[config.mk]
export PLATFORM = sky130hd
export DESIGN_NAME = swuart_slave
export DESIGN_NICKNAME = d
export VERILOG_FILES = /design/src/swuart_pkg.sv /design/src/line_sync.sv /design/src/wq_fifo.sv /design/src/swuart_slave.sv
export VERILOG_INCLUDE_DIRS = /design/src
export SDC_FILE = /design/constraint.sdc
export NUM_CORES = 1
export LEC_CHECK = 0
export BUFFER_PORTS_ARGS = -buffer_cell sky130_fd_sc_hd__clkbuf_2
export CORE_MARGIN = 2
export CORE_UTILIZATION = 35
export DETAILED_ROUTE_END_ITERATION = 7
export PLACE_DENSITY_LB_ADDON = 0.05
export SLEW_MARGIN = 20
export SYNTH_ARGS = -nofsm -noshare
export SYNTH_HDL_FRONTEND = slang
export SYNTH_SLANG_ARGS = --single-unit
[constraint.sdc]
create_clock -name sys_clk -period 17 [get_ports sys_clk]
set_input_delay 3.4 -clock sys_clk [delete_from_list [all_inputs] [get_ports sys_clk]]
set_output_delay 3.4 -clock sys_clk [all_outputs]
set_load 0.01 [all_outputs]
[src/swuart_defines.svh]
// Constants of the single-wire UART datagram slave: framing codes,
// CRC, timing counts in bit times and clock cycles, FIFO shape.
// Assumes a 100 MHz system clock.
`ifndef SWUART_DEFINES_SVH
`define SWUART_DEFINES_SVH

`define CLK_HZ        100000000
`define DEF_BAUD      115200
// Bit time used for timeouts until a first datagram is accepted
`define DEF_BIT_TIME  16'((`CLK_HZ) / (`DEF_BAUD))

`define SYNC_BYTE     8'h05
`define SYNC_PRELOAD  8'ha0
`define REPLY_ADDR    8'hff
`define CRC_POLY      8'h07
`define CRC_INIT      8'h00

`define GLITCH_CYC    18'd16
`define TIMEOUT_BITS  7'd63
`define RECOVER_BITS  7'd12
`define RELEASE_BITS  8'd4
`define DELAY_STEP    8'd8

`define RESUME_IDX    4'd4
`define STOP_IDX      4'd9
`define WR_LAST       3'd7
`define RD_LAST       3'd3

`define WQ_DEPTH      16
`define WQ_W          39

`endif

[src/swuart_pkg.sv]
// Types shared by the datagram slave.
// Assumes nothing of its surroundings.
package swuart_pkg;

  typedef enum logic [9:0] {
    ST_IDLE    = 10'h001,
    ST_SYNC    = 10'h002,
    ST_RXBIT   = 10'h004,
    ST_GAP     = 10'h008,
    ST_RECOVER = 10'h010,
    ST_PUSH    = 10'h020,
    ST_RDWAIT  = 10'h040,
    ST_DELAY   = 10'h080,
    ST_TX      = 10'h100,
    ST_RELEASE = 10'h200
  } link_state_t;

endpackage : swuart_pkg

[src/line_sync.sv]
// Three-stage synchroniser with agreement filter for pin inputs.
// Assumes inputs asynchronous to sys_clk.
`timescale 1ns/100ps
`default_nettype none

module line_sync #(
  parameter int             W    = 1,
  parameter logic [W-1:0]   INIT = '0
) (
  input  wire logic         sys_clk,  // system clock
  input  wire logic         rstn,     // async reset, active low
  input  wire logic [W-1:0] async_in, // raw pins
  output logic      [W-1:0] filt      // filtered level
);

  logic [W-1:0] s1;
  logic [W-1:0] s2;
  logic [W-1:0] s3;
  logic [W-1:0] next_filt;

  // A bit changes only when stages two and three agree
  always_comb begin
    next_filt = (s2 & s3) | (filt & (s2 | s3));
  end

  always_ff @(posedge sys_clk or negedge rstn) begin
    if (!rstn) begin
      s1   <= INIT;
      s2   <= INIT;
      s3   <= INIT;
      filt <= INIT;
    end else begin
      s1   <= async_in;
      s2   <= s1;
      s3   <= s2;
      filt <= next_filt;
    end
  end

endmodule : line_sync
`default_nettype wire

[src/wq_fifo.sv]
// Write-datagram FIFO with a registered output stage.
// Assumes one clock; in_ready is low while the store is full.
`timescale 1ns/100ps
`default_nettype none

module wq_fifo #(
  parameter int W     = 8,
  parameter int DEPTH = 16
) (
  input  wire logic         sys_clk,   // system clock
  input  wire logic         rstn,      // async reset, active low
  input  wire logic         in_valid,  // write side valid
  output logic              in_ready,  // room for a word
  input  wire logic [W-1:0] in_data,   // word in
  output logic              out_valid, // output word held
  input  wire logic         out_ready, // drain accepts
  output logic      [W-1:0] out_data   // word out
);

  localparam int AW = $clog2(DEPTH);

  logic [W-1:0] mem [DEPTH];
  logic [AW-1:0] wp;
  logic [AW-1:0] rp;
  logic [AW:0]   cnt;
  logic [AW-1:0] next_wp;
  logic [AW-1:0] next_rp;
  logic [AW:0]   next_cnt;
  logic          next_ov;
  logic [W-1:0]  next_od;
  logic          do_push;
  logic          do_load;

  assign in_ready = (cnt != (AW+1)'(DEPTH));

  always_comb begin
    do_push  = in_valid && in_ready;
    do_load  = (cnt != '0) && (!out_valid || out_ready);
    next_wp  = do_push ? wp + 1'b1 : wp;
    next_rp  = do_load ? rp + 1'b1 : rp;
    next_ov  = out_valid;
    next_od  = out_data;
    next_cnt = cnt;
    if (do_load) begin
      next_ov = 1'b1;
      next_od = mem[rp];
    end else if (out_ready) begin
      next_ov = 1'b0;
    end
    if (do_push && !do_load) begin
      next_cnt = cnt + 1'b1;
    end else if (!do_push && do_load) begin
      next_cnt = cnt - 1'b1;
    end
  end

  always_ff @(posedge sys_clk or negedge rstn) begin
    if (!rstn) begin
      wp        <= '0;
      rp        <= '0;
      cnt       <= '0;
      out_valid <= 1'b0;
      out_data  <= '0;
    end else begin
      wp        <= next_wp;
      rp        <= next_rp;
      cnt       <= next_cnt;
      out_valid <= next_ov;
      out_data  <= next_od;
    end
  end

  // Storage needs no reset; words are only read after a push
  always_ff @(posedge sys_clk) begin
    if (do_push) begin
      mem[wp] <= in_data;
    end
  end

endmodule : wq_fifo
`default_nettype wire

[src/swuart_slave.sv]
// Single-wire UART datagram slave: baud detection, datagram receive,
// write hand-off through a FIFO, read reply with delay and release.
// Assumes register map logic on the user ports, same clock.
`timescale 1ns/100ps
`default_nettype none
`include "swuart_defines.svh"

module swuart_slave
  import swuart_pkg::*;
(
  input  wire logic        sys_clk,             // 100 MHz clock
  input  wire logic        rstn,                // async reset
  input  wire logic        line_in,             // data pin level
  output logic             line_out,            // data pin drive value
  output logic             line_oe,             // data pin drive enable
  input  wire logic        node_addr_strap_lo,  // node address bit 0
  input  wire logic        node_addr_strap_hi,  // node address bit 1
  input  wire logic [3:0]  reply_delay_setting, // reply delay, x8 bits
  output logic             wr_valid,            // write word ready
  input  wire logic        wr_ready,            // write word taken
  output logic      [6:0]  wr_addr,             // write register
  output logic      [31:0] wr_data,             // write data
  output logic             rd_req,              // read request pulse
  output logic      [6:0]  rd_addr,             // read register
  input  wire logic        rd_valid,            // read data present
  input  wire logic [31:0] rd_data,             // read data
  output logic      [7:0]  datagram_count       // accepted writes
);

  ////////////////////////////////////////////////////////////////////
  function automatic logic [7:0] crc8(input logic [7:0] c,
                                      input logic [7:0] b);
    logic [7:0] x;
    x = c;
    for (int i = 0; i < 8; i++) begin
      x = {x[6:0], 1'b0} ^ ((x[7] ^ b[i]) ? `CRC_POLY : 8'h00);
    end
    crc8 = x;
  endfunction : crc8

  function automatic logic [7:0] tx_byte(input logic [2:0]  n,
                                         input logic [6:0]  r,
                                         input logic [31:0] d,
                                         input logic [7:0]  c);
    case (n)
      3'd0:    tx_byte = `SYNC_BYTE;
      3'd1:    tx_byte = `REPLY_ADDR;
      3'd2:    tx_byte = {1'b0, r};
      3'd3:    tx_byte = d[31:24];
      3'd4:    tx_byte = d[23:16];
      3'd5:    tx_byte = d[15:8];
      3'd6:    tx_byte = d[7:0];
      default: tx_byte = c;
    endcase
  endfunction : tx_byte

  function automatic logic [22:0] bt_mul(input logic [15:0] bt,
                                         input logic [6:0]  k);
    bt_mul = {7'h00, bt} * {16'h0000, k};
  endfunction : bt_mul

  ////////////////////////////////////////////////////////////////////
  logic [2:0]  pins_f;
  logic        line_f;
  logic [7:0]  node;

  line_sync #(.W(3), .INIT(3'h1)) u_sync (
    .sys_clk  (sys_clk),
    .rstn     (rstn),
    .async_in ({node_addr_strap_hi, node_addr_strap_lo, line_in}),
    .filt     (pins_f)
  );

  assign line_f = pins_f[0];
  assign node   = {6'h00, pins_f[2:1]};

  ////////////////////////////////////////////////////////////////////
  link_state_t state, next_state;
  logic [17:0] cnt, next_cnt;
  logic [22:0] since, next_since;
  logic [15:0] bit_time, next_bit_time;
  logic [15:0] good_bt, next_good_bt;
  logic [3:0]  idx, next_idx;
  logic [7:0]  shreg, next_shreg;
  logic [7:0]  txb, next_txb;
  logic [2:0]  byte_num, next_byte_num;
  logic [7:0]  crc, next_crc;
  logic [7:0]  dg_addr, next_dg_addr;
  logic [7:0]  dg_reg, next_dg_reg;
  logic [31:0] dg_data, next_dg_data;
  logic        fall_n, next_fall_n;
  logic [7:0]  dly, next_dly;
  logic        line_q;
  logic        next_line_out, next_line_oe;
  logic        next_rd_req;
  logic [6:0]  next_rd_addr;
  logic [7:0]  next_count;

  logic        fall, rise, bt_end, half, is_last, crc_ok;
  logic [17:0] cnt_p1;
  logic [3:0]  dly_sel;
  logic [7:0]  delay_bits;
  logic        push_valid, push_ready, push_fire;

  assign fall    = line_q & ~line_f;
  assign rise    = ~line_q & line_f;
  assign cnt_p1  = cnt + 18'd1;
  assign bt_end  = (cnt_p1 == {2'b00, bit_time});
  assign half    = (cnt == {3'b000, bit_time[15:1]});
  assign is_last = dg_reg[7] ? (byte_num == `WR_LAST)
                             : (byte_num == `RD_LAST);
  assign crc_ok  = (shreg == crc);
  assign dly_sel = (reply_delay_setting == 4'h0) ? 4'h1
                                                 : reply_delay_setting;
  assign delay_bits = {4'h0, dly_sel} * `DELAY_STEP;
  assign push_valid = (state == ST_PUSH);
  assign push_fire  = push_valid && push_ready;

  wq_fifo #(.W(`WQ_W), .DEPTH(`WQ_DEPTH)) u_fifo (
    .sys_clk   (sys_clk),
    .rstn      (rstn),
    .in_valid  (push_valid),
    .in_ready  (push_ready),
    .in_data   ({dg_reg[6:0], dg_data}),
    .out_valid (wr_valid),
    .out_ready (wr_ready),
    .out_data  ({wr_addr, wr_data})
  );

  ////////////////////////////////////////////////////////////////////
  always_comb begin
    logic [7:0] b;
    b             = 8'h00;
    next_state    = state;
    next_cnt      = bt_end ? 18'd0 : cnt_p1;
    next_since    = (since == '1) ? since : since + 23'd1;
    next_bit_time = bit_time;
    next_good_bt  = good_bt;
    next_idx      = idx;
    next_shreg    = shreg;
    next_txb      = txb;
    next_byte_num = byte_num;
    next_crc      = crc;
    next_dg_addr  = dg_addr;
    next_dg_reg   = dg_reg;
    next_dg_data  = dg_data;
    next_fall_n   = fall_n;
    next_dly      = dly;
    next_line_out = line_out;
    next_line_oe  = line_oe;
    next_rd_req   = 1'b0;
    next_rd_addr  = rd_addr;
    next_count    = datagram_count;
    unique case (state)
      ST_IDLE: begin
        if (fall) begin
          next_state  = ST_SYNC;
          next_cnt    = 18'd0;
          next_since  = 23'd0;
          next_fall_n = 1'b0;
        end
      end
      ST_SYNC: begin
        next_cnt = cnt_p1;
        if (rise && cnt < `GLITCH_CYC) begin
          next_state = ST_RECOVER;
          next_since = 23'd0;
        end else if (cnt == '1) begin
          next_state = ST_RECOVER;
          next_since = 23'd0;
        end else if (fall && fall_n) begin
          next_bit_time = cnt_p1[17:2];
          next_state    = ST_RXBIT;
          next_cnt      = 18'd0;
          next_idx      = `RESUME_IDX;
          next_shreg    = `SYNC_PRELOAD;
          next_byte_num = 3'd0;
        end else if (fall) begin
          next_fall_n = 1'b1;
        end
      end
      ST_RXBIT: begin
        if (bt_end) begin
          next_idx = idx + 4'd1;
        end
        if (half) begin
          if (idx == 4'd0) begin
            if (line_f) begin
              next_state = ST_RECOVER;
              next_since = 23'd0;
            end
          end else if (idx != `STOP_IDX) begin
            next_shreg = {line_f, shreg[7:1]};
          end else if (!line_f) begin
            next_state = ST_RECOVER;
            next_since = 23'd0;
          end else begin
            next_crc = crc8((byte_num == 3'd0) ? `CRC_INIT : crc,
                            shreg);
            next_byte_num = byte_num + 3'd1;
            next_state    = ST_GAP;
            if (byte_num == 3'd1) begin
              next_dg_addr = shreg;
            end else if (byte_num == 3'd2) begin
              next_dg_reg = shreg;
            end else if (!is_last) begin
              next_dg_data = {dg_data[23:0], shreg};
            end
            if (is_last) begin
              next_since = 23'd0;
              if (!crc_ok) begin
                next_state = ST_RECOVER;
              end else if (dg_addr != node) begin
                next_state = ST_IDLE;
              end else begin
                next_good_bt = bit_time;
                if (dg_reg[7]) begin
                  next_state = ST_PUSH;
                end else begin
                  next_state   = ST_RDWAIT;
                  next_rd_req  = 1'b1;
                  next_rd_addr = dg_reg[6:0];
                end
              end
            end
          end
        end
      end
      ST_GAP: begin
        if (fall) begin
          next_state = ST_RXBIT;
          next_cnt   = 18'd0;
          next_idx   = 4'd0;
          next_since = 23'd0;
        end else if (since > bt_mul(good_bt, `TIMEOUT_BITS)) begin
          next_state = ST_RECOVER;
          next_since = 23'd0;
        end
      end
      ST_RECOVER: begin
        next_since = line_f ? since + 23'd1 : 23'd0;
        if (since >= bt_mul(good_bt, `RECOVER_BITS)) begin
          next_state = ST_IDLE;
        end
      end
      ST_PUSH: begin
        if (push_ready) begin
          next_count = datagram_count + 8'd1;
          next_state = ST_IDLE;
        end
      end
      ST_RDWAIT: begin
        if (rd_valid) begin
          next_dg_data = rd_data;
          next_state   = ST_DELAY;
          next_cnt     = 18'd0;
          next_dly     = 8'd0;
        end
      end
      ST_DELAY: begin
        if (bt_end) begin
          next_dly = dly + 8'd1;
          if (dly == delay_bits - 8'd1) begin
            b             = tx_byte(3'd0, dg_reg[6:0], dg_data, crc);
            next_state    = ST_TX;
            next_byte_num = 3'd0;
            next_txb      = b;
            next_crc      = crc8(`CRC_INIT, b);
            next_idx      = 4'd0;
            next_line_out = 1'b0;
            next_line_oe  = 1'b1;
          end
        end
      end
      ST_TX: begin
        if (bt_end) begin
          if (idx == `STOP_IDX) begin
            if (byte_num == `WR_LAST) begin
              next_state = ST_RELEASE;
              next_dly   = 8'd0;
            end else begin
              b = tx_byte(byte_num + 3'd1, dg_reg[6:0], dg_data, crc);
              next_byte_num = byte_num + 3'd1;
              next_txb      = b;
              next_crc      = crc8(crc, b);
              next_idx      = 4'd0;
              next_line_out = 1'b0;
            end
          end else begin
            next_idx      = idx + 4'd1;
            next_line_out = (idx == 4'd8) ? 1'b1 : txb[idx[2:0]];
          end
        end
      end
      ST_RELEASE: begin
        if (bt_end) begin
          next_dly = dly + 8'd1;
          if (dly == `RELEASE_BITS - 8'd1) begin
            next_line_oe = 1'b0;
            next_state   = ST_IDLE;
          end
        end
      end
      default: begin
        next_state   = ST_IDLE;
        next_line_oe = 1'b0;
      end
    endcase
  end

  always_ff @(posedge sys_clk or negedge rstn) begin
    if (!rstn) begin
      state          <= ST_IDLE;
      cnt            <= 18'd0;
      since          <= 23'd0;
      bit_time       <= `DEF_BIT_TIME;
      good_bt        <= `DEF_BIT_TIME;
      idx            <= 4'd0;
      shreg          <= 8'h00;
      txb            <= 8'h00;
      byte_num       <= 3'd0;
      crc            <= `CRC_INIT;
      dg_addr        <= 8'h00;
      dg_reg         <= 8'h00;
      dg_data        <= 32'h0000_0000;
      fall_n         <= 1'b0;
      dly            <= 8'h00;
      line_q         <= 1'b1;
      line_out       <= 1'b1;
      line_oe        <= 1'b0;
      rd_req         <= 1'b0;
      rd_addr        <= 7'h00;
      datagram_count <= 8'h00;
    end else begin
      state          <= next_state;
      cnt            <= next_cnt;
      since          <= next_since;
      bit_time       <= next_bit_time;
      good_bt        <= next_good_bt;
      idx            <= next_idx;
      shreg          <= next_shreg;
      txb            <= next_txb;
      byte_num       <= next_byte_num;
      crc            <= next_crc;
      dg_addr        <= next_dg_addr;
      dg_reg         <= next_dg_reg;
      dg_data        <= next_dg_data;
      fall_n         <= next_fall_n;
      dly            <= next_dly;
      line_q         <= line_f;
      line_out       <= next_line_out;
      line_oe        <= next_line_oe;
      rd_req         <= next_rd_req;
      rd_addr        <= next_rd_addr;
      datagram_count <= next_count;
    end
  end
endmodule : swuart_slave
`default_nettype wire

After elaboration in Yosys (flattened, before gate mapping)

Memory sizes are Yosys's and may differ from the RTL's. A register that Yosys moved wholly into a read port is not among the register bits.
Cells that the tools add are included.

Memories kept: 1
Bits in latches: 0
Memory bits (writable): 624
Flip-flop bits (word level): 216
Memory bits (read-only): 0
Output and inout bits: 58

Memories:

| memory     | words | bits a word | read ports | clocked after Yosys merged registers in | wr ports | RTL line      | source |
|---|---|---|---|---|---|---|---|
| u_fifo.mem | 16    | 39          | 1          | 1                                       | 1        | wq_fifo.sv:22 | `logic [W-1:0] mem [DEPTH];` |

Magnitude comparators: 4
Add/sub/neg operators: 11
Bitwise operators: 62
Divide/modulo/power cells: 0
Shift operators: 0
$mul: 2
Reduce and logical (&&, ||, !) cells: 46
Equal/unequal tests: 65
Muxes and demuxes: 179

Operators with widths:

| kind                                               | count |
|---|---|
| two-way mux 23 bit                                 | 13 |
| two-way mux 8 bit                                  | 33 |
| two-way mux 32 bit                                 | 8 |
| two-way mux 10 bit                                 | 20 |
| bitwise XOR 8 x 3 -> 8 bit                         | 19 |
| case mux 23 bit (5 select lines)                   | 1 |
| two-way mux 18 bit                                 | 6 |
| two-way mux 3 bit                                  | 36 |
| case mux 10 bit (10 select lines)                  | 1 |
| case mux 32 bit (2 select lines)                   | 1 |
| case mux 8 bit (7 select lines)                    | 1 |
| case mux 18 bit (3 select lines)                   | 1 |
| != test 2 bit, second input constant               | 26 |
| case mux 8 bit (3 select lines)                    | 2 |
| two-way mux 4 bit                                  | 11 |
| two-way mux 7 bit                                  | 5 |
| case mux 8 bit (2 select lines)                    | 2 |
| two-way mux 1 bit                                  | 30 |
| AND reduction 6 bit                                | 4 |
| adder 23 x 1 -> 23 bit, second input constant      | 1 |
| equality test 23 bit, second input constant        | 1 |
| greater-or-equal comparator 23 x 20 -> 1 bit       | 1 |
| > comparator 23 x 22 -> 1 bit                      | 1 |
| multiplier 16 x 6 -> 22 bit, second input constant | 1 |
| other kinds (71)                                   | 144 |

Longest topological paths before layout

Gate-level depths: netlist of the first run.

Depth in word-level cells: 35
Gate-level depth with buffers: 27

Modules after synthesis

From an unflattened synthesis of the first run, not the netlist that was laid out.

Cell total of the unflattened synthesis: 2790
Area, all modules: 40960.5 um^2

By module, submodules not included:

| module       | area an instance (um^2) | seq. area each (um^2) | cells each | times used |
|---|---|---|---|---|
| wq_fifo      | 25668.4                 | 20064.2               | 1130       | 1 |
| swuart_slave | 14953.1                 | 4770.8                | 1645       | 1 |
| line_sync    | 339.1                   | 305.3                 | 15         | 1 |

Least setup slack after synthesis of the first run

No wires, ideal clock.

Kind: register to register
Start: register good_bt[5]
End: register since[10]
Setup time: 0.078 ns
Path buffers: 1
Stages on the path, launching flop included: 28
Data arrival time: 6.171 ns
Path slack: 10.751 ns
Period minus slack after synthesis: 6.249 ns
Required time: 16.922 ns
Path through: dfstp_2 > inv_1 > fa_1 > inv_1 > fa_1 > inv_1 > fa_1 > inv_1 > ha_1 > nand3_1 > o211ai_1 > o41ai_1 > o31ai_1 > o21ba_2 > nor3_1 > o21bai_1 > a21oi_1 > xor2_1 > ha_1 > a21o_1 > a211oi_1 > o221ai_1 > or3_1 > o211a_1 > nand2_1 > o21ai_1 > clkbuf_1 > a21oi_1

Word-level cells in the longest chain between the ends: 5

RTL lines:

| what                             | RTL line            | source |
|---|---|---|
| start: declaration               | swuart_slave.sv:82  | `logic [15:0] good_bt, next_good_bt;` |
| start signal: assignment         | swuart_slave.sv:317 | `` good_bt <= `DEF_BIT_TIME; `` |
| start signal: assignment         | swuart_slave.sv:339 | `good_bt <= next_good_bt;` |
| multiplier 16 x 6 -> 22 bit      | swuart_slave.sv:59  | `bt_mul = {7'h00, bt} * {16'h0000, k};` |
| > comparator 23 x 22 -> 1 bit    | swuart_slave.sv:235 | `` end else if (since > bt_mul(good_bt, `TIMEOUT_BITS)) begin `` |
| two-way mux 23 bit               | swuart_slave.sv:235 |  |
| two-way mux 23 bit               | swuart_slave.sv:230 | `if (fall) begin` |
| case mux 23 bit (5 select lines) | swuart_slave.sv:154 | `unique case (state)` |
| via next_since[10]               | swuart_slave.sv:80  | `logic [22:0] since, next_since;` |
| end signal: assignment           | swuart_slave.sv:337 | `since <= next_since;` |
| end: declaration                 | swuart_slave.sv:80  |  |

The timed path passes the listed nets, and every way through them passes these cells.
A chain may end at the register's enable or synchronous reset.

Worst setup path after layout of the first run

Start: register good_bt[2]
End: register since[0]

Same word-level chain as after synthesis.

==> metrics.txt, run 1 <==
hold-fix buffers at CTS=0; Int Pwr=3.859 mW; Clock power frac=39.8%; total negative setup slack=0 ps; Die Y-Extent=346.0 um; WHS Endpoint=u_sync.s2[2]; RePlAce Congestion=0.8684; Final #Nets=3318; CP Launch Type=register; hold path depth=0; Final Non-Filler Cells=4733; GR Overflow Total=0; worst-skew pair later-pin latency=670 ps; synth warn=0; die width=346.0 um; post-synthesis sequential element count=879; max reg flops=624; wire per inst=25.04 um; Worst slew margin=33.51%; Reg clk slew, reported paths=60 ps; DRT antenna net count=0; crit path max fanout=18; Num CTS Buffers=102; Data arrival, critical path=7820 ps; I/O Pins=101; Synth Cell Area=0.04094 mm^2; CP required=17540 ps; Hold Path Class=register to register; post-CTS resize count=0; final total power=5.299 mW; Post-synth EDFFs=624; clock tree buffer depth=3; FFs w/ async S/R, synth=29.01%; Net Sw Frac=27.17%; Root Driver=clkbuf_16; worst-case reg-to-reg path depth=26; pwr dens=114.1 mW/mm^2; sequential power share=45.9%; Gate Count Post-Synth=3030; final wirelength=118500 um; gr usage total=19.77%; Synth Area per Inst=13.51 um^2; ys flop type=edfxtp_1; share of cells above drive strength 1=16.68%; Initial Util=35.27%; Largest Register=u_fifo.mem; Reg2Reg Launch Point=good_bt[2]; count of input and output buffers=100; DRC Markers=0; Setup violations, final=0; hold_sp=u_sync.s1[2]; kind of critical path=register to register; Comb pwr share=14.2%; CTS tree=yes; number of iterations in the first detailed-routing pass=5; postcts setup bufs=0; Core Region=0.1160 mm^2; Pleak=17.97 nW; CTS H-tree depth=3; Max Slew Vio Count=0; RSZ-0062 raised after global routing=no; Area growth syn-to-layout=13.43%; Yosys cell types=83; setup slack on the worst flop-to-flop path=9730 ps; Largest regs=u_fifo.mem x624, u_fifo.out_data x39, dg_data x32; vias in the first global route=26.40k; placed instance count=4541; Final Hold Vio Count=0; maximum capacitance violations=0; FP Rows=125; Final Skew=25.41 ps; net count after synthesis=3227; pin count of the biggest net entering global routing=99; sequential-to-total area share from yosys stat=61.41%; reg-to-reg critical path endpoint=since[0]; CP startpoint=good_bt[2]; worst slew pin tran=997.4 ps; DR iter-0 viols=1485; Vias/cell=5.326; Peak VDD IR=87.68 uV; Period minus WS final=7273 ps; Die Footprint=0.1197 mm^2; HPWL after detailed placement=73190 um; antenna violations before repair=2; Tcrit/Tclk final=42.78%; global-route wire length before repair=176000 um; outcome=finished clean; total number of vias=25.21k; FMAX=137.5 MHz; crit path capture type=register; Switching Power=1.440 mW; clk sinks=879
[per-stage QoR]
step                setup WS (ps)  area (um^2)  hold slack, ps  util [%]
floorplan                   10750        40940           331.2         -
global placement             9572        43190           338.1     37.22
detailed placement           9727        43200           334.7     37.22
CTS                          9734        46430           354.4     40.01
global route                 9180        46430           368.4     40.01
finish                       9727        46430           352.7     40.01
[power groups by stage]
| stage | combinational, mW | clock, mW | sequential, mW |
|---|---|---|---|
| floorplan | 0.600 | 0 | 2.39 |
| CTS | 0.757 | 2.17 | 2.44 |
| finish | 0.754 | 2.11 | 2.43 |
| global route | 0.834 | 2.25 | 2.44 |
| detailed placement | 0.751 | 0 | 2.48 |
| global placement | 0.748 | 0 | 2.48 |
[layout by cell type, fill, tap and decap left out, types with 46 or more instances in the layout]
master | synthesis | final
edfxtp_1 | 624 | 624
nand2_1 | 289 | 288
dfrtp_1 | 238 | 234
nor2_1 | 169 | 164
o21ai_0 | 151 | 151
mux2i_1 | 130 | 130
inv_1 | 123 | 123
a21oi_1 | 121 | 120
ha_1 | 109 | 109
xnor2_1 | 105 | 105
clkbuf_16 | 0 | 104
clkbuf_2 | 1 | 99
mux2_2 | 97 | 97
mux4_2 | 83 | 83
o221ai_1 | 82 | 82
xor2_1 | 70 | 70
a31oi_1 | 46 | 46
[worst max-delay path: stages (launching register included)]
cell      delay (ps)
dfstp_2          620
inv_1             80
fa_1             530
inv_1             70
ha_1             280
inv_1             50
fa_1             520
inv_1             60
fa_1             460
a21o_1           200
a21oi_1          200
o21ai_0          190
o21ai_0          330
o31ai_1          170
o41ai_1          570
o21bai_1         110
a21oi_1          190
xnor2_1          120
ha_1             340
nand3_1          110
nor3_1           400
or3_1            190
o211a_1          150
nand2_1          140
o21ai_2          650
inv_1            130
mux2_2           290
[cell families (layout without fill, tap and decap cells)]
group	after synthesis	count (layout)	synth area share [%]
DFF	879	879	61.41
and+or+nand+nor	708	708	8.066
AOI/OAI and AO/OA	524	524	8.152
muxes	311	311	10.44
buffers and inverters	275	453	2.537
xor gates and xnor gates	176	176	3.784
adders and majority gates	157	157	5.606
other	0	1	0
[per-layer routing]
metal	track usage, %	share of wire [%]
met3	2.347	3.4
met1	26.30	45
met4	5.258	2.1
met2	34.17	50
met5	0	0
[how the worst max path moves through the flow]
stage | endpoint | slack [ps]
2_1_floorplan | since[10] | 10750
3_3_place_gp | since[0] | 9570
3_5_place_dp | since[0] | 9730
4_1_cts | since[0] | 9730
5_1_grt | since[0] | 9180
6_report | since[0] | 9730
[final cells by class]
| cell class | count | area [um^2] |
|---|---|---|
| sequential | 879 | 25150 |
| fill | 10900 | 69620 |
| multi-input combinational | 1876 | 14870 |
| clock inverter | 63 | 471.7 |
| timing repair buffer | 139 | 803.3 |
| antenna | 1 | 2.502 |
| clock buffer | 128 | 2763 |
| inverter | 123 | 461.7 |
| tap | 1524 | 1907 |
[synthesized netlist by cell type (all sizes together) (11+ instances only)]
cell type / number / share of area [%]
a21o: 19 / 0.35
a21oi: 121 / 1.5
a31oi: 46 / 0.70
and2: 19 / 0.29
and3: 15 / 0.23
buf: 32 / 0.31
clkbuf: 120 / 1.1
dfrtp: 238 / 15
dfstp: 17 / 1.1
edfxtp: 624 / 46
fa: 45 / 2.2
ha: 109 / 3.3
inv: 123 / 1.1
mux2: 98 / 2.7
mux2i: 130 / 3.2
mux4: 83 / 4.6
nand2: 289 / 2.6
nand2b: 18 / 0.28
nand3: 41 / 0.50
nand4: 29 / 0.48
nor2: 170 / 1.6
nor2b: 12 / 0.18
nor3: 39 / 0.48
nor4: 22 / 0.39
o21ai: 156 / 1.9
o21bai: 16 / 0.29
o221ai: 82 / 1.8
o22ai: 11 / 0.17
or4: 11 / 0.21
xnor2: 106 / 2.3
xor2: 70 / 1.5
No activity file was read; power rests on OpenSTA's default activity.
==> run 2, diff against run 1 <==
- clock period: 17 -> 7.3 ns (I/O delays scaled with it)
==> metrics.txt, run 2 (same netlist as run 1, synthesis figures left out) <==
Setup violations, final=0; most frequent cells in the layout=edfxtp_1 (624), nand2_1 (288), dfrtp_1 (234); DRT antenna net count=0; commonest non-fill, non-tap cell in the layout=edfxtp_1; reg-to-reg critical path endpoint=since[0]; placed instance count=4545; Period minus WS final=6745 ps; WHS Endpoint=u_sync.s2[0]; Max stage delay cell, worst path=fa_1; Root Driver=clkbuf_16; largest stage delay on the critical path=600 ps; final total power=12.53 mW; DRC Markers=0; Area growth syn-to-layout=13.94%; hold_sp=u_sync.s1[0]; RePlAce Congestion=0.8659; wire per inst=25.45 um; total number of vias=25.40k; die width=346.0 um; kind of critical path=register to register; antenna violations before repair=3; Largest Register=u_fifo.mem; setup slack on the worst flop-to-flop path=550 ps; Num CTS Buffers=100; worst slew pin tran=1057 ps; postcts setup bufs=0; clock tree buffer depth=3; Hold Path Class=register to register; DR iter-0 viols=1622; CTS H-tree depth=3; Final #Nets=3320; Initial Util=35.27%; pwr dens=268.7 mW/mm^2; total negative setup slack=0 ps; CP required=7900 ps; # fillers=10.86k; worst-case reg-to-reg path depth=29; hold-fix buffers at CTS=0; Die Y-Extent=346.0 um; Final Hold Vio Count=0; Reg clk slew, reported paths=60 ps; vias in the first global route=26.09k; final wirelength=120500 um; FP Rows=125; Reg2Reg Launch Point=good_bt[5]; global-route wire length before repair=177800 um; number of iterations in the first detailed-routing pass=5; Pleak=18.24 nW; gr usage total=20.08%; FMAX=148.2 MHz; crit path capture type=register; I/O Pins=101; Post-Layout Inst Area=0.04664 mm^2; max reg flops=624; clk sinks=879; hold path depth=0; Tcrit/Tclk final=92.40%; crit path max fanout=5; Final Non-Filler Cells=4736; Placement Cell Area=0.04326 mm^2; Vias/cell=5.362; Core Region=0.1160 mm^2; register area=0.02515 mm^2; RSZ-0062 raised after global routing=no; HPWL after detailed placement=75320 um; count of input and output buffers=100; Die Footprint=0.1197 mm^2; Peak VDD IR=178.2 uV; outcome=finished clean; Data arrival, critical path=7350 ps; Max Slew Vio Count=0; Worst slew margin=29.52%; CTS tree=yes; maximum capacitance violations=0; CP Launch Type=register; share of cells above drive strength 1=16.83%; GR Overflow Total=0; area taken by multi-input logic gates=0.01489 mm^2; Largest regs=u_fifo.mem x624, u_fifo.out_data x39, dg_data x32; pin count of the biggest net entering global routing=150; worst-skew pair later-pin latency=680 ps; most used cell, CP=inv_1; Final Skew=34.28 ps
[run 2: cell count changes in the layout (fill, tap and decap cells not counted), sizes merged]
cell	before	now
buf	40	44
clkinv	50	36
clkbuf	227	238
diode	1	4
inv	126	125
clkinvlp	5	1
bufinv	5	9
[run 2: per-stage QoR]
stage          setup WS [ps]  util (%)  hold slack, ps
2_1_floorplan           1051         -           331.2
3_3_place_gp           252.6     37.28           345.9
3_5_place_dp           509.1     37.28           347.2
4_1_cts                458.3     40.17           356.0
5_1_grt                70.57     40.18           361.3
6_report               554.6     40.19           355.1
[run 2: repair_timing]
item	4_1_cts	5_1_grt
setup endpoints to repair	0	10
resized for setup	0	2
endpoints found under the hold margin	0	0
[run 2: critical path, delay by kind of cell, from the launching register on]
kind            cells  cell delay (ps)
simple gates        5              860
compound gates     11             1980
flops               1              570
fa+ha+maj           5             2280
mux                 1              180
buf+inv             6              630
xor+xnor            1              170
[run 2: cell type report]
type	instances	area share, %
flip-flops and latches	879	53.93
multi-input cells	1876	31.91
clock buffers	139	6.162
well taps	1524	4.088
repair buffers	143	1.867
clock inverters	48	1.033
inverters	123	0.9898
diodes	4	0.02146
[run 2: where the power goes]
part           total [mW]  internal [mW]  switching, mW
Combinational        1.77          0.735           1.03
Clock                5.10           3.06           2.05
Sequential           5.66           5.41          0.253
Total                12.5           9.20           3.33
[run 2: worst max path at each step]
stage                           from   endpoint  cells after the start
after floorplan           good_bt[5]  since[10]                     27
after global placement    good_bt[5]   since[4]                     24
after detailed placement  good_bt[5]   since[8]                     24
after CTS                 good_bt[5]   since[4]                     24
after global routing      good_bt[5]   since[0]                     29
final                     good_bt[5]   since[0]                     29
[run 2: routing by layer]
metal / part of all wire, % / wire length (um) / global-route usage (%)
met2: 51 / 61390 / 35.56
met4: 2.2 / 2612 / 5.410
met3: 3.5 / 4187 / 2.390
met5: 0.020 / 24 / 0
met1: 43 / 52330 / 25.95
==> run 3, diff against run 2 <==
- CORE_MARGIN: 2 -> unset
==> metrics.txt, run 3 (same netlist as run 1, synthesis figures left out) <==
Period minus WS final=6734 ps; FP Rows=125; largest stage delay on the critical path=610 ps; Num CTS Buffers=103; Largest regs=u_fifo.mem x624, u_fifo.out_data x39, dg_data x32; Max stage delay cell, worst path=fa_1; CTS H-tree depth=3; CP startpoint=good_bt[5]; Setup violations, final=0; hold-fix buffers at CTS=0; clock tree buffer depth=3; Die Y-Extent=344.0 um; vias in the first global route=26.27k; worst-case reg-to-reg path depth=30; maximum capacitance violations=0; kind of critical path=register to register; Die Footprint=0.1183 mm^2; Tcrit/Tclk final=92.25%; Core Region=0.1160 mm^2; global-route wire length before repair=174900 um; DR iter-0 viols=1333; dpl ws=143.9 ps; pin count of the biggest net entering global routing=168; share of cells above drive strength 1=16.64%; Final Non-Filler Cells=4742; die width=344.0 um; RePlAce Congestion=0.8556; Worst slew margin=31.80%; # fillers=10.85k; most frequent cells in the layout=edfxtp_1 (624), nand2_1 (288), dfrtp_1 (234); clk sinks=879; Worst Slack Setup Final=565.7 ps; Reg clk slew, reported paths=60 ps; Root Driver=clkbuf_16; Initial Util=35.27%; total number of vias=25.15k; DRT antenna net count=0; Reg2Reg Launch Point=good_bt[5]; GR Overflow Total=0; total negative setup slack=0 ps; crit path max fanout=18; worst-skew pair later-pin latency=680 ps; gr usage total=20.12%; CP Launch Type=register; wire per inst=25.00 um; final wirelength=118600 um; Area growth syn-to-layout=13.99%; crit path capture type=register; CTS tree=yes; FMAX=148.5 MHz; max reg flops=624; Largest Register=u_fifo.mem; reg-to-reg critical path endpoint=since[1]; Vias/cell=5.303; Final Skew=40.91 ps; CP required=7900 ps; placed instance count=4546; outcome=finished clean; worst slew pin tran=1023 ps; Peak VDD IR=234.7 uV; Worst Setup EP=since[1]; Pleak=18.24 nW; setup slack on the worst flop-to-flop path=570 ps; HPWL after detailed placement=74250 um; antenna violations before repair=6; I/O Pins=101; RSZ-0062 raised after global routing=no; Final #Nets=3325; most used cell, CP=inv_1; pwr dens=268.5 mW/mm^2; Data arrival, critical path=7340 ps; hold path depth=0; DRC Markers=0; Final Hold Vio Count=0; Max Slew Vio Count=0; commonest non-fill, non-tap cell in the layout=edfxtp_1; count of input and output buffers=100; Hold Path Class=register to register; number of iterations in the first detailed-routing pass=5
==> run 3: cell types whose count changed in the layout (fill, tap and decap cells not counted), sizes merged <==
cell | previous run | this run
diode | 4 | 3
clkinvlp | 1 | 0
clkbuf | 238 | 240
clkinv | 36 | 40
bufinv | 9 | 8
inv | 125 | 126
buf | 44 | 46
==> run 3: where the power goes <==
| group | internal (mW) | total (mW) | switching, mW |
|---|---|---|---|
| combinational | 0.742 | 1.79 | 1.05 |
| sequential | 5.41 | 5.67 | 0.255 |
| clock | 2.98 | 5.07 | 2.09 |
==> run 3: what timing repair did <==
item | in CTS | in global routing
endpoints found under the setup margin | 0 | 17
resized for setup | 0 | 3
buffers inserted | 0 | 0
==> run 3: cell type report <==
type / count / area, um^2 / share of cell area [%]
sequential: 879 / 25150 / 53.90
multi-input combinational: 1876 / 14890 / 31.90
clock buffer: 141 / 2810 / 6.022
tap: 1524 / 1907 / 4.086
timing repair buffer: 145 / 905.9 / 1.941
clock inverter: 51 / 531.8 / 1.140
inverter: 123 / 461.7 / 0.9894
antenna: 3 / 7.507 / 0.01609
==> run 3: stage by stage <==
step	util, %	power, mW	area, um^2	hold slack (ps)
4_1_cts	40.16	12.65	46610	357.8
6_report	40.21	12.53	46660	353.6
3_5_place_dp	37.28	7.539	43270	335.8
5_1_grt	40.20	13.03	46650	362.8
3_3_place_gp	37.28	7.534	43270	331.6
2_1_floorplan	-	6.967	40940	331.2
==> run 3: routing by layer <==
| metal | vias up | share of wire [%] | track usage (%) |
|---|---|---|---|
| li1 | 11550 | - | - |
| met1 | 13010 | 44 | 26.04 |
| met2 | 431 | 51 | 35.66 |
| met3 | 149 | 3.2 | 2.662 |
| met4 | 6 | 2.0 | 4.618 |
| met5 | - | 0.031 | 0 |
==> run 3: worst min-delay path by stage <==
stage	startpoint	to	slack [ps]
after floorplan	u_sync.s1[1]	u_sync.s2[1]	330
after global placement	u_sync.s1[2]	u_sync.s2[2]	330
after global routing	u_sync.s1[2]	u_sync.s2[2]	360
after detailed placement	u_sync.s1[2]	u_sync.s2[2]	340
after CTS	u_sync.s1[2]	u_sync.s2[2]	360
final	u_sync.s1[2]	u_sync.s2[2]	350
==> run 3: critical path: cells and delay by family, from the launching register on <==
| kind | cells | cell delay, ps |
|---|---|---|
| simple gates | 4 | 760 |
| xor+xnor | 1 | 170 |
| fa+ha+maj | 5 | 2290 |
| buf+inv | 8 | 940 |
| flops | 1 | 580 |
| compound gates | 12 | 1920 |
